`config.mk`:
```
export PLATFORM = sky130hd
export DESIGN_NAME = nvc_host
export DESIGN_NICKNAME = d
export VERILOG_FILES = /design/src/core/nvc_pkg.sv /design/src/core/nvc_bus_cycle.sv /design/src/core/nvc_host.sv
export SDC_FILE = /design/constraint.sdc
export NUM_CORES = 1
export LEC_CHECK = 0
export ABC_AREA = 0
export BUFFER_PORTS_ARGS = -buffer_cell sky130_fd_sc_hd__clkbuf_2
export CAP_MARGIN = 20
export CELL_PAD_IN_SITES_DETAIL_PLACEMENT = 0
export CELL_PAD_IN_SITES_GLOBAL_PLACEMENT = 1
export CORE_UTILIZATION = 43
export CTS_BUF_LIST = sky130_fd_sc_hd__clkbuf_2
export DETAILED_ROUTE_END_ITERATION = 10
export PLACE_DENSITY = 0.79
export SLEW_MARGIN = 20
export SYNTH_ARGS = -nofsm -noshare
export SYNTH_HDL_FRONTEND = slang
export SYNTH_SLANG_ARGS = --single-unit
```
`constraint.sdc`:
```
create_clock -name clk_in -period 2.49 [get_ports clk_in]
set_clock_uncertainty 0.05 [all_clocks]
set_input_delay 0.3735 -clock clk_in [delete_from_list [all_inputs] [get_ports clk_in]]
set_output_delay 0.3735 -clock clk_in [all_outputs]
set_load 0.01 [all_outputs]
```
`src/core/nvc_pkg.sv`:
```
// package for the host-side controller of a parallel nonvolatile sram with timekeeper
// assumes one 100 MHz clock domain and a device on an asynchronous sram bus
//
// How it works
// - sequence opens with reads 4E38, B1C7, 83E0
// - then reads 7C1F and 703F
// - six reads consecutive, write enable high
// - store after changing autosave setting (controller only sets the save-due status bit, issues no store)
// - read-hold bit freezes user time registers
// - write bit stops updates, allows setting
// - store after transfer delay when autosave off (controller sets the save-due status bit, then waits the delay, issues no store)
package nvc_pkg;
    localparam int ADDR_W = 21;
    localparam int DATA_W = 8;
    // host command register offsets
    localparam logic [3:0] REG_CMD = 4'h0;
    localparam logic [3:0] REG_ADDR = 4'h1;
    localparam logic [3:0] REG_WDATA = 4'h2;
    localparam logic [3:0] REG_RDATA = 4'h3;
    localparam logic [3:0] REG_STATUS = 4'h4;
    localparam logic [3:0] REG_CFG = 4'h5;
    // command codes written to REG_CMD
    localparam logic [3:0] CMD_READ = 4'h1;
    localparam logic [3:0] CMD_WRITE = 4'h2;
    localparam logic [3:0] CMD_AUTO_OFF = 4'h3;
    localparam logic [3:0] CMD_AUTO_ON = 4'h4;
    localparam logic [3:0] CMD_STORE = 4'h5;
    localparam logic [3:0] CMD_RECALL = 4'h6;
    localparam logic [3:0] CMD_HOLD_ON = 4'h7;
    localparam logic [3:0] CMD_HOLD_OFF = 4'h8;
    localparam logic [3:0] CMD_SET_ON = 4'h9;
    localparam logic [3:0] CMD_SET_OFF = 4'hA;
    // sequence table, entries 0..4 common, then per command
    localparam logic [15:0] SEQ_A0 = 16'h4E38;
    localparam logic [15:0] SEQ_A1 = 16'hB1C7;
    localparam logic [15:0] SEQ_A2 = 16'h83E0;
    localparam logic [15:0] SEQ_A3 = 16'h7C1F;
    localparam logic [15:0] SEQ_A4 = 16'h703F;
    localparam logic [15:0] SEQ_AUTO_OFF = 16'h8B45;
    localparam logic [15:0] SEQ_AUTO_ON = 16'h4B46;
    localparam logic [15:0] SEQ_STORE = 16'h8FC0;
    localparam logic [15:0] SEQ_RECALL = 16'h4C63;
    localparam logic [2:0] SEQ_LAST = 3'h5;
    // timekeeper window
    localparam logic [ADDR_W-1:0] TK_FLAGS_X8 = 21'h1FFFF0;
    localparam logic [ADDR_W-1:0] TK_TOP_X8 = 21'h1FFFFF;
    localparam logic [ADDR_W-1:0] TK_FLAGS_X16 = 21'h0FFFF0;
    localparam logic [ADDR_W-1:0] TK_TOP_X16 = 21'h0FFFFF;
    localparam int FLAG_HOLD_BIT = 0;
    localparam int FLAG_SET_BIT = 1;
    // status bits
    localparam int ST_BUSY = 0;
    localparam int ST_BUSY_LINE = 1;
    localparam int ST_AUTO = 2;
    localparam int ST_SAVE_DUE = 3;
    localparam int ST_DONE = 4;
    // bus timing
    localparam int CLK_PERIOD_NS = 10;
    localparam int ACCESS_NS = 45;
    localparam int ACCESS_CYC = (ACCESS_NS + CLK_PERIOD_NS - 1) / CLK_PERIOD_NS;
    localparam int RECOVER_NS = 20;
    localparam int RECOVER_CYC = (RECOVER_NS + CLK_PERIOD_NS - 1) / CLK_PERIOD_NS;
    localparam int BUSY_RELEASE_NS = 5000;
    localparam int BUSY_RELEASE_CYC = (BUSY_RELEASE_NS + CLK_PERIOD_NS - 1) / CLK_PERIOD_NS;
    localparam int XFER_US = 350;
    localparam int XFER_DELAY_CYC = (XFER_US * 1000 + CLK_PERIOD_NS - 1) / CLK_PERIOD_NS;
    localparam int CNT_W = 20;

    typedef struct packed {
        logic cs1_n;
        logic cs2;
        logic we_n;
        logic oe_n;
        logic ub_n;
        logic lb_n;
    } nvc_ctl_s;

    localparam nvc_ctl_s CTL_IDLE = '{cs1_n: 1'b1, cs2: 1'b0, we_n: 1'b1, oe_n: 1'b1, ub_n: 1'b1, lb_n: 1'b1};

    typedef enum logic [2:0] {
        ST_IDLE = 3'b000,
        ST_SETUP = 3'b001,
        ST_ACTIVE = 3'b010,
        ST_RECOV = 3'b011,
        ST_WAIT_BUSY = 3'b100,
        ST_SETTLE = 3'b101
    } nvc_state_e;
endpackage

```
`src/core/nvc_bus_cycle.sv`:
```
// one asynchronous sram bus cycle: drives controls, address and data, captures read data
// assumes the busy line is already synchronised by the caller
`timescale 1ns/10ps
module nvc_bus_cycle (
    input wire logic clk_in,
    input wire logic reset_in,
    input wire logic start_in,
    input wire logic write_in,
    input wire logic [nvc_pkg::ADDR_W-1:0] addr_in,
    input wire logic [nvc_pkg::DATA_W-1:0] wdata_in,
    input wire logic [nvc_pkg::DATA_W-1:0] dq_in,
    input wire logic busy_in,
    output logic done_out,
    output logic [nvc_pkg::DATA_W-1:0] rdata_out,
    output nvc_pkg::nvc_ctl_s ctl_out,
    output logic [nvc_pkg::ADDR_W-1:0] addr_out,
    output logic [nvc_pkg::DATA_W-1:0] dq_out,
    output logic dq_oe_out
);
    nvc_pkg::nvc_state_e state_reg, state_next;
    logic [7:0] cnt_reg, cnt_next;
    logic wr_reg, wr_next;
    logic done_reg, done_next;
    logic [nvc_pkg::DATA_W-1:0] rdata_reg, rdata_next;
    nvc_pkg::nvc_ctl_s ctl_reg, ctl_next;
    logic [nvc_pkg::ADDR_W-1:0] addr_reg, addr_next;
    logic [nvc_pkg::DATA_W-1:0] dq_reg, dq_next;
    logic oe_reg, oe_next;

    always_comb begin
        state_next = state_reg;
        cnt_next = cnt_reg;
        wr_next = wr_reg;
        done_next = 1'b0;
        rdata_next = rdata_reg;
        ctl_next = ctl_reg;
        addr_next = addr_reg;
        dq_next = dq_reg;
        oe_next = oe_reg;
        unique case (state_reg)
            nvc_pkg::ST_IDLE: begin
                if (start_in) begin
                    wr_next = write_in;
                    addr_next = addr_in;
                    dq_next = wdata_in;
                    state_next = nvc_pkg::ST_SETUP;
                end
            end
            nvc_pkg::ST_SETUP: begin
                // one cycle of address setup before select
                ctl_next.cs1_n = 1'b0;
                ctl_next.cs2 = 1'b1;
                ctl_next.ub_n = 1'b0;
                ctl_next.lb_n = 1'b0;
                ctl_next.we_n = ~wr_reg;
                ctl_next.oe_n = wr_reg;
                oe_next = wr_reg;
                cnt_next = 8'(nvc_pkg::ACCESS_CYC);
                state_next = nvc_pkg::ST_ACTIVE;
            end
            nvc_pkg::ST_ACTIVE: begin
                if (cnt_reg > 8'h01) begin
                    cnt_next = cnt_reg - 8'h01;
                end else begin
                    rdata_next = dq_in;
                    ctl_next = nvc_pkg::CTL_IDLE;
                    cnt_next = 8'(nvc_pkg::RECOVER_CYC);
                    state_next = nvc_pkg::ST_RECOV;
                end
            end
            nvc_pkg::ST_RECOV: begin
                oe_next = 1'b0;
                if (cnt_reg > 8'h01) begin
                    cnt_next = cnt_reg - 8'h01;
                end else begin
                    done_next = 1'b1;
                    state_next = nvc_pkg::ST_IDLE;
                end
            end
            default: begin
                state_next = nvc_pkg::ST_IDLE;
            end
        endcase
        if (busy_in && state_reg == nvc_pkg::ST_IDLE) begin
            state_next = nvc_pkg::ST_IDLE;
        end
    end

    always_ff @(posedge clk_in) begin
        if (reset_in) begin
            state_reg <= nvc_pkg::ST_IDLE;
            cnt_reg <= 8'h00;
            wr_reg <= 1'b0;
            done_reg <= 1'b0;
            rdata_reg <= 8'h00;
            ctl_reg <= nvc_pkg::CTL_IDLE;
            addr_reg <= 21'h000000;
            dq_reg <= 8'h00;
            oe_reg <= 1'b0;
        end else begin
            state_reg <= state_next;
            cnt_reg <= cnt_next;
            wr_reg <= wr_next;
            done_reg <= done_next;
            rdata_reg <= rdata_next;
            ctl_reg <= ctl_next;
            addr_reg <= addr_next;
            dq_reg <= dq_next;
            oe_reg <= oe_next;
        end
    end

    assign done_out = done_reg;
    assign rdata_out = rdata_reg;
    assign ctl_out = ctl_reg;
    assign addr_out = addr_reg;
    assign dq_out = dq_reg;
    assign dq_oe_out = oe_reg;
endmodule

```
`src/core/nvc_host.sv`:
```
// host controller: runs software mode sequences, timekeeper flag control and plain accesses
// assumes the device bus pins are joined by the bench; busy line arrives asynchronously
//
// The plain strobed port was decided locally.
`timescale 1ns/10ps
module nvc_host (
    input wire logic clk_in,
    input wire logic reset_in,
    input wire logic [3:0] reg_addr_in,
    input wire logic [31:0] reg_wdata_in,
    input wire logic reg_wr_in,
    input wire logic reg_rd_in,
    output logic [31:0] reg_rdata_out,
    input wire logic [nvc_pkg::DATA_W-1:0] dq_in,
    input wire logic store_busy_line_n_in,
    output logic [nvc_pkg::DATA_W-1:0] dq_out,
    output logic dq_oe_out,
    output logic [nvc_pkg::ADDR_W-1:0] addr_out,
    output logic chip_select_primary_n_out,
    output logic chip_select_secondary_out,
    output logic we_n_out,
    output logic oe_n_out,
    output logic upper_byte_sel_n_out,
    output logic lower_byte_sel_n_out
);
    typedef enum logic [2:0] {
        HS_IDLE = 3'b000,
        HS_ISSUE = 3'b001,
        HS_WAIT = 3'b010,
        HS_BUSY = 3'b011,
        HS_SETTLE = 3'b100
    } nvc_hstate_e;

    nvc_hstate_e hs_reg, hs_next;
    logic [3:0] cmd_reg, cmd_next;
    logic [2:0] step_reg, step_next;
    logic [nvc_pkg::ADDR_W-1:0] addr_reg, addr_next;
    logic [7:0] wdata_reg, wdata_next;
    logic [7:0] rdata_reg, rdata_next;
    logic auto_reg, auto_next;
    logic save_due_reg, save_due_next;
    logic done_reg, done_next;
    logic wide_reg, wide_next;
    logic [7:0] flags_reg, flags_next;
    logic [nvc_pkg::CNT_W-1:0] cnt_reg, cnt_next;
    logic [31:0] rd_reg, rd_next;
    logic busy_s1_reg, busy_s2_reg;
    logic cyc_start, cyc_write, cyc_done;
    logic [nvc_pkg::ADDR_W-1:0] cyc_addr;
    logic [7:0] cyc_wdata, cyc_rdata;
    logic [15:0] seq_word;
    logic [nvc_pkg::ADDR_W-1:0] flags_addr;
    logic busy_low;
    nvc_pkg::nvc_ctl_s ctl;

    // busy line is asynchronous to clk_in
    always_ff @(posedge clk_in) begin
        if (reset_in) begin
            busy_s1_reg <= 1'b1;
            busy_s2_reg <= 1'b1;
        end else begin
            busy_s1_reg <= store_busy_line_n_in;
            busy_s2_reg <= busy_s1_reg;
        end
    end
    assign busy_low = ~busy_s2_reg;

    assign flags_addr = wide_reg ? nvc_pkg::TK_FLAGS_X16 : nvc_pkg::TK_FLAGS_X8;

    always_comb begin
        seq_word = nvc_pkg::SEQ_A0;
        unique case (step_reg)
            3'h0: seq_word = nvc_pkg::SEQ_A0;
            3'h1: seq_word = nvc_pkg::SEQ_A1;
            3'h2: seq_word = nvc_pkg::SEQ_A2;
            3'h3: seq_word = nvc_pkg::SEQ_A3;
            3'h4: seq_word = nvc_pkg::SEQ_A4;
            default: begin
                unique case (cmd_reg)
                    nvc_pkg::CMD_AUTO_OFF: seq_word = nvc_pkg::SEQ_AUTO_OFF;
                    nvc_pkg::CMD_AUTO_ON: seq_word = nvc_pkg::SEQ_AUTO_ON;
                    nvc_pkg::CMD_STORE: seq_word = nvc_pkg::SEQ_STORE;
                    default: seq_word = nvc_pkg::SEQ_RECALL;
                endcase
            end
        endcase
    end

    function automatic logic is_seq(input logic [3:0] c);
        is_seq = (c == nvc_pkg::CMD_AUTO_OFF) || (c == nvc_pkg::CMD_AUTO_ON) ||
                 (c == nvc_pkg::CMD_STORE) || (c == nvc_pkg::CMD_RECALL);
    endfunction

    function automatic logic is_flag(input logic [3:0] c);
        is_flag = (c >= nvc_pkg::CMD_HOLD_ON) && (c <= nvc_pkg::CMD_SET_OFF);
    endfunction

    always_comb begin
        hs_next = hs_reg;
        cmd_next = cmd_reg;
        step_next = step_reg;
        addr_next = addr_reg;
        wdata_next = wdata_reg;
        rdata_next = rdata_reg;
        auto_next = auto_reg;
        save_due_next = save_due_reg;
        done_next = done_reg;
        wide_next = wide_reg;
        flags_next = flags_reg;
        cnt_next = cnt_reg;
        rd_next = 32'h00000000;
        cyc_start = 1'b0;
        cyc_write = 1'b0;
        cyc_addr = addr_reg;
        cyc_wdata = wdata_reg;
        if (reg_rd_in) begin
            unique case (reg_addr_in)
                nvc_pkg::REG_ADDR: rd_next = {11'h000, addr_reg};
                nvc_pkg::REG_WDATA: rd_next = {24'h000000, wdata_reg};
                nvc_pkg::REG_RDATA: rd_next = {24'h000000, rdata_reg};
                nvc_pkg::REG_STATUS: rd_next = {27'h0000000, done_reg, save_due_reg, auto_reg, busy_s2_reg,
                                                (hs_reg != HS_IDLE)};
                nvc_pkg::REG_CFG: rd_next = {23'h000000, wide_reg, flags_reg};
                default: rd_next = 32'h00000000;
            endcase
        end
        if (reg_wr_in && hs_reg == HS_IDLE) begin
            unique case (reg_addr_in)
                nvc_pkg::REG_ADDR: addr_next = reg_wdata_in[nvc_pkg::ADDR_W-1:0];
                nvc_pkg::REG_WDATA: wdata_next = reg_wdata_in[7:0];
                nvc_pkg::REG_CFG: wide_next = reg_wdata_in[8];
                nvc_pkg::REG_CMD: begin
                    if (reg_wdata_in[3:0] != 4'h0) begin
                        cmd_next = reg_wdata_in[3:0];
                        step_next = 3'h0;
                        done_next = 1'b0;
                        hs_next = HS_ISSUE;
                    end
                end
                default: begin
                end
            endcase
        end
        unique case (hs_reg)
            HS_IDLE: begin
            end
            HS_ISSUE: begin
                // no store or write while the device holds the busy line low
                if (!busy_low) begin
                    cyc_start = 1'b1;
                    if (is_seq(cmd_reg)) begin
                        // only bits 14..2 matter; others kept at zero
                        cyc_addr = {6'h00, seq_word[14:2], 2'h0};
                    end else if (is_flag(cmd_reg)) begin
                        cyc_write = 1'b1;
                        cyc_addr = flags_addr;
                        cyc_wdata = flags_reg;
                        unique case (cmd_reg)
                            nvc_pkg::CMD_HOLD_ON: cyc_wdata[nvc_pkg::FLAG_HOLD_BIT] = 1'b1;
                            nvc_pkg::CMD_HOLD_OFF: cyc_wdata[nvc_pkg::FLAG_HOLD_BIT] = 1'b0;
                            nvc_pkg::CMD_SET_ON: cyc_wdata[nvc_pkg::FLAG_SET_BIT] = 1'b1;
                            default: cyc_wdata[nvc_pkg::FLAG_SET_BIT] = 1'b0;
                        endcase
                        flags_next = cyc_wdata;
                    end else begin
                        cyc_write = (cmd_reg == nvc_pkg::CMD_WRITE);
                    end
                    hs_next = HS_WAIT;
                end
            end
            HS_WAIT: begin
                if (cyc_done) begin
                    if (is_seq(cmd_reg) && step_reg != nvc_pkg::SEQ_LAST) begin
                        // back to back reads, nothing may intervene
                        step_next = step_reg + 3'h1;
                        hs_next = HS_ISSUE;
                    end else begin
                        rdata_next = cyc_rdata;
                        unique case (cmd_reg)
                            nvc_pkg::CMD_AUTO_OFF: begin
                                auto_next = 1'b0;
                                save_due_next = 1'b1;
                            end
                            nvc_pkg::CMD_AUTO_ON: begin
                                auto_next = 1'b1;
                                save_due_next = 1'b1;
                            end
                            nvc_pkg::CMD_STORE: save_due_next = 1'b0;
                            nvc_pkg::CMD_SET_OFF: save_due_next = ~auto_reg;
                            default: begin
                            end
                        endcase
                        if (cmd_reg == nvc_pkg::CMD_STORE || cmd_reg == nvc_pkg::CMD_RECALL) begin
                            cnt_next = nvc_pkg::CNT_W'(nvc_pkg::BUSY_RELEASE_CYC);
                            hs_next = HS_BUSY;
                        end else if (cmd_reg == nvc_pkg::CMD_SET_OFF) begin
                            // give the timekeeper time to load its counters
                            cnt_next = nvc_pkg::CNT_W'(nvc_pkg::XFER_DELAY_CYC);
                            hs_next = HS_SETTLE;
                        end else begin
                            done_next = 1'b1;
                            hs_next = HS_IDLE;
                        end
                    end
                end
            end
            HS_BUSY: begin
                // wait out busy, then the output-active delay after release
                if (busy_low) begin
                    cnt_next = nvc_pkg::CNT_W'(nvc_pkg::BUSY_RELEASE_CYC);
                end else begin
                    hs_next = HS_SETTLE;
                end
            end
            HS_SETTLE: begin
                if (cnt_reg > nvc_pkg::CNT_W'(1)) begin
                    cnt_next = cnt_reg - nvc_pkg::CNT_W'(1);
                end else begin
                    done_next = 1'b1;
                    hs_next = HS_IDLE;
                end
            end
            default: begin
                hs_next = HS_IDLE;
            end
        endcase
    end

    always_ff @(posedge clk_in) begin
        if (reset_in) begin
            hs_reg <= HS_IDLE;
            cmd_reg <= 4'h0;
            step_reg <= 3'h0;
            addr_reg <= 21'h000000;
            wdata_reg <= 8'h00;
            rdata_reg <= 8'h00;
            auto_reg <= 1'b1;
            save_due_reg <= 1'b0;
            done_reg <= 1'b0;
            wide_reg <= 1'b0;
            flags_reg <= 8'h00;
            cnt_reg <= '0;
            rd_reg <= 32'h00000000;
        end else begin
            hs_reg <= hs_next;
            cmd_reg <= cmd_next;
            step_reg <= step_next;
            addr_reg <= addr_next;
            wdata_reg <= wdata_next;
            rdata_reg <= rdata_next;
            auto_reg <= auto_next;
            save_due_reg <= save_due_next;
            done_reg <= done_next;
            wide_reg <= wide_next;
            flags_reg <= flags_next;
            cnt_reg <= cnt_next;
            rd_reg <= rd_next;
        end
    end

    nvc_bus_cycle u_cycle (
        .clk_in(clk_in),
        .reset_in(reset_in),
        .start_in(cyc_start),
        .write_in(cyc_write),
        .addr_in(cyc_addr),
        .wdata_in(cyc_wdata),
        .dq_in(dq_in),
        .busy_in(busy_low),
        .done_out(cyc_done),
        .rdata_out(cyc_rdata),
        .ctl_out(ctl),
        .addr_out(addr_out),
        .dq_out(dq_out),
        .dq_oe_out(dq_oe_out)
    );

    assign reg_rdata_out = rd_reg;
    assign chip_select_primary_n_out = ctl.cs1_n;
    assign chip_select_secondary_out = ctl.cs2;
    assign we_n_out = ctl.we_n;
    assign oe_n_out = ctl.oe_n;
    assign upper_byte_sel_n_out = ctl.ub_n;
    assign lower_byte_sel_n_out = ctl.lb_n;
endmodule

```
After elaboration in Yosys (flattened, before gate mapping):

Index checks and enable logic that the tools add are counted.

* add/subtract/negate cells: 3
* $lt $le $gt $ge: 4
* eq/ne operators: 35
* multiplexer cells: 66
* bitwise gates (word level): 8
* reduce and logical (&&, ||, !) cells: 39

Operators by type and width (count)
* 20-bit 2-to-1 mux: 6
* 21-bit 2-to-1 mux: 5
* 21-bit case mux with 5 select lines: 1
* 15-bit case mux with 5 select lines: 1
* 20-bit case mux with 3 select lines: 1
* 3-bit 2-to-1 mux: 19
* 8-bit 2-to-1 mux: 6
* 15-bit case mux with 3 select lines: 1
* 4-bit by 3-bit == test with 1-bit output (second input constant): 6
* 8-bit case mux with 3 select lines: 1
* 20-bit by 1-bit > comparator with 1-bit output (second input constant): 1
* 20-bit by 1-bit subtractor with 20-bit output (second input constant): 1
* 3-bit by 2-bit == test with 1-bit output (second input constant): 6
* 4-bit by 2-bit == test with 1-bit output (second input constant): 4
* 1-bit 2-to-1 mux: 15
* 3-bit case mux with 5 select lines: 1
* 2-bit AND reduction: 7
* 4-bit == test (second input constant): 3
* 2-bit inequality test (second input constant): 6
* 3-bit case mux with 4 select lines: 1
* 6-bit case mux with 2 select lines: 1
* 4-bit AND reduction: 3
* 3-bit nonzero test: 4
* 1-bit case mux with 2 select lines: 5
* 22 further kinds: 50

* register bits after elaboration: 164
* input port bits: 49
* output and inout bits: 68
* logic and storage cells: 184

Logic depth before layout (Yosys ltp):

* word-level depth: 9
* gate-level depth with buffers: 9
* depth with buffers taken out: 8

Hierarchy:

A second synthesis with hierarchy kept.

* cell total of the unflattened synthesis: 869
* area total of the unflattened synthesis: 7065.5 µm²

By module, submodules not included
* nvc_host: instances 1, cells an instance 595, area an instance 4845.9 µm², seq. area each 1921.8 µm²
* nvc_bus_cycle: instances 1, cells an instance 274, area an instance 2219.6 µm², seq. area each 1081.0 µm²

Worst setup path after synthesis:

No wires, ideal clock.

* kind: register to register
* start: register u_cycle.state_reg[0]
* end: register u_cycle.dq_reg, in the netlist u_cycle.dq_out[4]
* setup time: 0.128 ns
* arrival time: 1.908 ns
* required time: 2.312 ns
* slack: 0.405 ns
* stages on the path, launching flop included: 9
* buffers on the path: 2
* clock period less this slack: 2.085 ns
* path through: dfxtp_1 > inv_1 > ha_1 > inv_1 > or4_1 > clkbuf_1 > clkbuf_1 > a22oi_1 > nor2_1

* cells in the longest elaborated chain, start to end: 2

RTL lines
* from (decl): line nvc_bus_cycle.sv:20 `nvc_pkg::nvc_state_e state_reg, state_next;`
* from (signal assigned): line nvc_bus_cycle.sv:91 `state_reg <= nvc_pkg::ST_IDLE;`
* from (signal assigned): line nvc_bus_cycle.sv:101 `state_reg <= state_next;`
* 3-bit logical NOT: line nvc_bus_cycle.sv:40 `unique case (state_reg)`
* 2-bit AND reduction (no line)
* to (signal assigned): line nvc_bus_cycle.sv:108 `dq_reg <= dq_next;`
* to (decl): line nvc_bus_cycle.sv:27 `logic [nvc_pkg::DATA_W-1:0] dq_reg, dq_next;`

No other way between the ends.
A chain may end at the register's enable or synchronous reset.

Worst setup path in the final report:

* start: register cmd_reg[0]
* end: register cnt_reg[14] (netlist bit)

* cells in the longest elaborated chain, start to end: 7
* elaborated cells between the ends (all ways): 17
* classes of those cells: eq/ne (7); mux (4); reduce/logical (6)

RTL lines
* from (decl): line nvc_host.sv:35 `logic [3:0] cmd_reg, cmd_next;`
* from (signal assigned): line nvc_host.sv:246 `cmd_reg <= cmd_next;`
* 4-bit by 2-bit == test with 1-bit output / 4-bit by 3-bit == test with 1-bit output (equally long branches): line nvc_host.sv:90 `is_seq = (c == nvc_pkg::CMD_AUTO_OFF) || (c == nvc_pkg::CMD_AUTO_ON) ||`
* 1-bit logical OR (2 in a row): line nvc_host.sv:90
* 1-bit logical OR: line nvc_host.sv:91 `(c == nvc_pkg::CMD_STORE) || (c == nvc_pkg::CMD_RECALL);`
* 1-bit logical AND: line nvc_host.sv:173 `if (is_seq(cmd_reg) && step_reg != nvc_pkg::SEQ_LAST) begin`
* 2-bit inequality test (no line)
* 6-bit AND reduction (no line)
* to (signal assigned): line nvc_host.sv:256 `cnt_reg <= cnt_next;`
* to (decl): line nvc_host.sv:45 `logic [nvc_pkg::CNT_W-1:0] cnt_reg, cnt_next;`

Parallel ways exist; a longest one is shown, timed or not. The select of a mux whose other input is x is not followed.

==> flow_summary.toml <==
[grt]
grt_max_degree = 45
antenna_found_initial = 1
met3_usage_pct = 4.67
grt_pass1_wl_um = 29100
met2_usage_pct = 37.2
grt_overflow = 0
grt.busiest_layer = "met2"
gr-usage-all-layers_pct = 22.5
use_met1_pct = 29.6
grt_pass1_vias = 6115

[timing]
finalHoldViolCount = 0
min_period_ns = 2.36
post-route-period-util_pct = 94.6
slew_headroom_pct = 40.6
hold_slack_ns = 0.0540
finalSetupTns_ns = 0
worst_slack_ns = 0.134
maxSlewViolCount = 0
setup_viol = 0
worst_pin_slew_ns = 0.883
rsz0062_at_grt = "false"
max_freq_mhz = 424

[critical_path]
critical_path_peak_fanout = 18
cp-end-kind = "flop"
cp.required_ns = 3.17
start_kind = "flop"
crit_type = "reg -> reg"
r2r_cells = 6
worstPathArrival_ns = 3.03

[yosys]
yosys_warnings = 0
synth_ff_type = "dfxtp_1"
syn_inst = 828
synth-edff-count = 0
ys_types = 64
synthArstFlopShare_pct = 0
syn_area_per_cell_um2 = 8.20
syn_area_um2 = 6790
ys_ff_latch = 150
yosysSeqAreaShare_pct = 44.2

[status]
run_status = "finished, final reports clean"

[placement]
dp_hpwl_um = 12500
place_ws_ns = 0.188
gp_congestion = 0.841
placement.io_buffers = 94

[floorplanning]
core_um2 = 15300
rows = 45
die-area_um2 = 16300
start_util_pct = 44.3
die-height_um = 128
die_w_um = 128
ios = 117

[cells_and_area]
multi_input_area_um2 = 3480
nets = 1022
num-fill-cells = 1501
syn_to_final_growth_pct = 19.8
final_common_cell = "dfxtp_1"
regArea_um2 = 3000
layout_common_cells = "149 x dfxtp_1, 123 x nand2_1, 111 x clkbuf_2, 96 x nor2_1, 88 x a21oi_1"
layout-drive-gt1-share_pct = 17.9
fin_util_pct = 53.1

[clocking]
clock_latency_ns = 0.77
clk_pin_slew_ns = 0.24
post_cts_buffers = 0
cts_buffers = 17
clockBufferDepth = 2
cts-root-buf = "clkbuf_2"
clkSinkCount = 150
cts_tree = "done"
cts_max_level = 4

[pwr]
power_density_nw_per_um2 = 541
finalPower_mw = 4.40
leakage_nw = 3.28
irDropWorstVdd_v = 0.000286

[detailed_routing]
drc_errors = 0
drt-initial-drc-count = 328
drt_pass1_iterations = 5
wirelength_um = 17700
vias = 6346
ant_nets = 0
via_per_inst = 5.36
wire_per_inst_um = 14.9

[min_path]
hp-class = "in -> reg"
hold_depth = 3

[run]
maxCapViolCount = 0
## through the flow
step | instances | cell area [um2]
6_report | 1184 | 8130
5_1_grt | 1184 | 8130
4_1_cts | 1183 | 8130
3_5_place_dp | 1117 | 7530
3_3_place_gp | 1117 | 7530
2_1_floorplan | 838 | 6830
## power breakdown
part	total (mW)	internal, mW	switching (mW)
Combinational	0.428	0.179	0.249
Clock	1.49	0.496	0.997
Sequential	2.48	2.44	0.0328
## what timing repair did
action,CTS,global route
endpoints found under the setup margin,0,4
endpoints found under the hold margin,66,0
hold buffers,34,0
resized for setup,0,1
## metal layers
metal | vias to the layer above | wire (um) | part of all wire, %
met4 | 0 | 219 | 1.2
met2 | 176 | 8280 | 47
met1 | 2999 | 8330 | 47
met3 | 20 | 830 | 4.7
met5 | - | 0 | 0
li1 | 3151 | - | -
## critical path, stage by stage, from the launching register on
cell and delay (ns):
dfxtp_1 0.51, buf_4 0.22, nor4b_4 0.32, o2111a_4 0.31, o21ai_2 0.21, or4_1 0.55, a21oi_1 0.15
## Yosys cell counts (13+ instances only)
library cell	instances	area (um2)
and2_1	19	119
nor2b_1	13	81.3
inv_1	20	75.1
nor2_1	96	360
clkbuf_1	37	139
buf_4	13	97.6
a21oi_1	88	440
ha_1	14	175
nor3_1	24	120
a22oi_1	16	120
or3_1	14	87.6
nand2_1	123	462
nand3_1	16	80.1
o21ai_0	27	135
dfxtp_1	150	3000
mux2i_1	18	180
## path summary, 6_finish.rpt
| kind | from | end | slack [ns] |
|---|---|---|---|
| min | reg_addr_in[0] | reg_rdata_out[5] | 0.05 |
| max reg2reg | cmd_reg[0] | cnt_reg[14] | 0.13 |
| max | cmd_reg[0] | cnt_reg[14] | 0.13 |
| min reg2reg | busy_s1_reg | busy_s2_reg | 0.41 |
## cell families after synthesis
kind of cell | after synthesis | synth area share, %
and+or+nand+nor | 354 | 24.8
DFF | 150 | 44.2
other | 1 | 0.0552
AOI/OAI and AO/OA | 202 | 18.8
adders and majority gates | 14 | 2.58
muxes | 21 | 3.15
xor gates and xnor gates | 10 | 1.29
buffers and inverters | 76 | 5.09
## final cells by class
class	count	share of cell area, %
antenna	1	0.0308
clock buffer	18	1.11
clock inverter	14	2.03
inverter	21	0.969
multi-input combinational	612	42.8
sequential	150	36.9
tap	211	3.25
timing repair buffer	157	12.8
No activity file was read; power rests on OpenSTA's default activity.
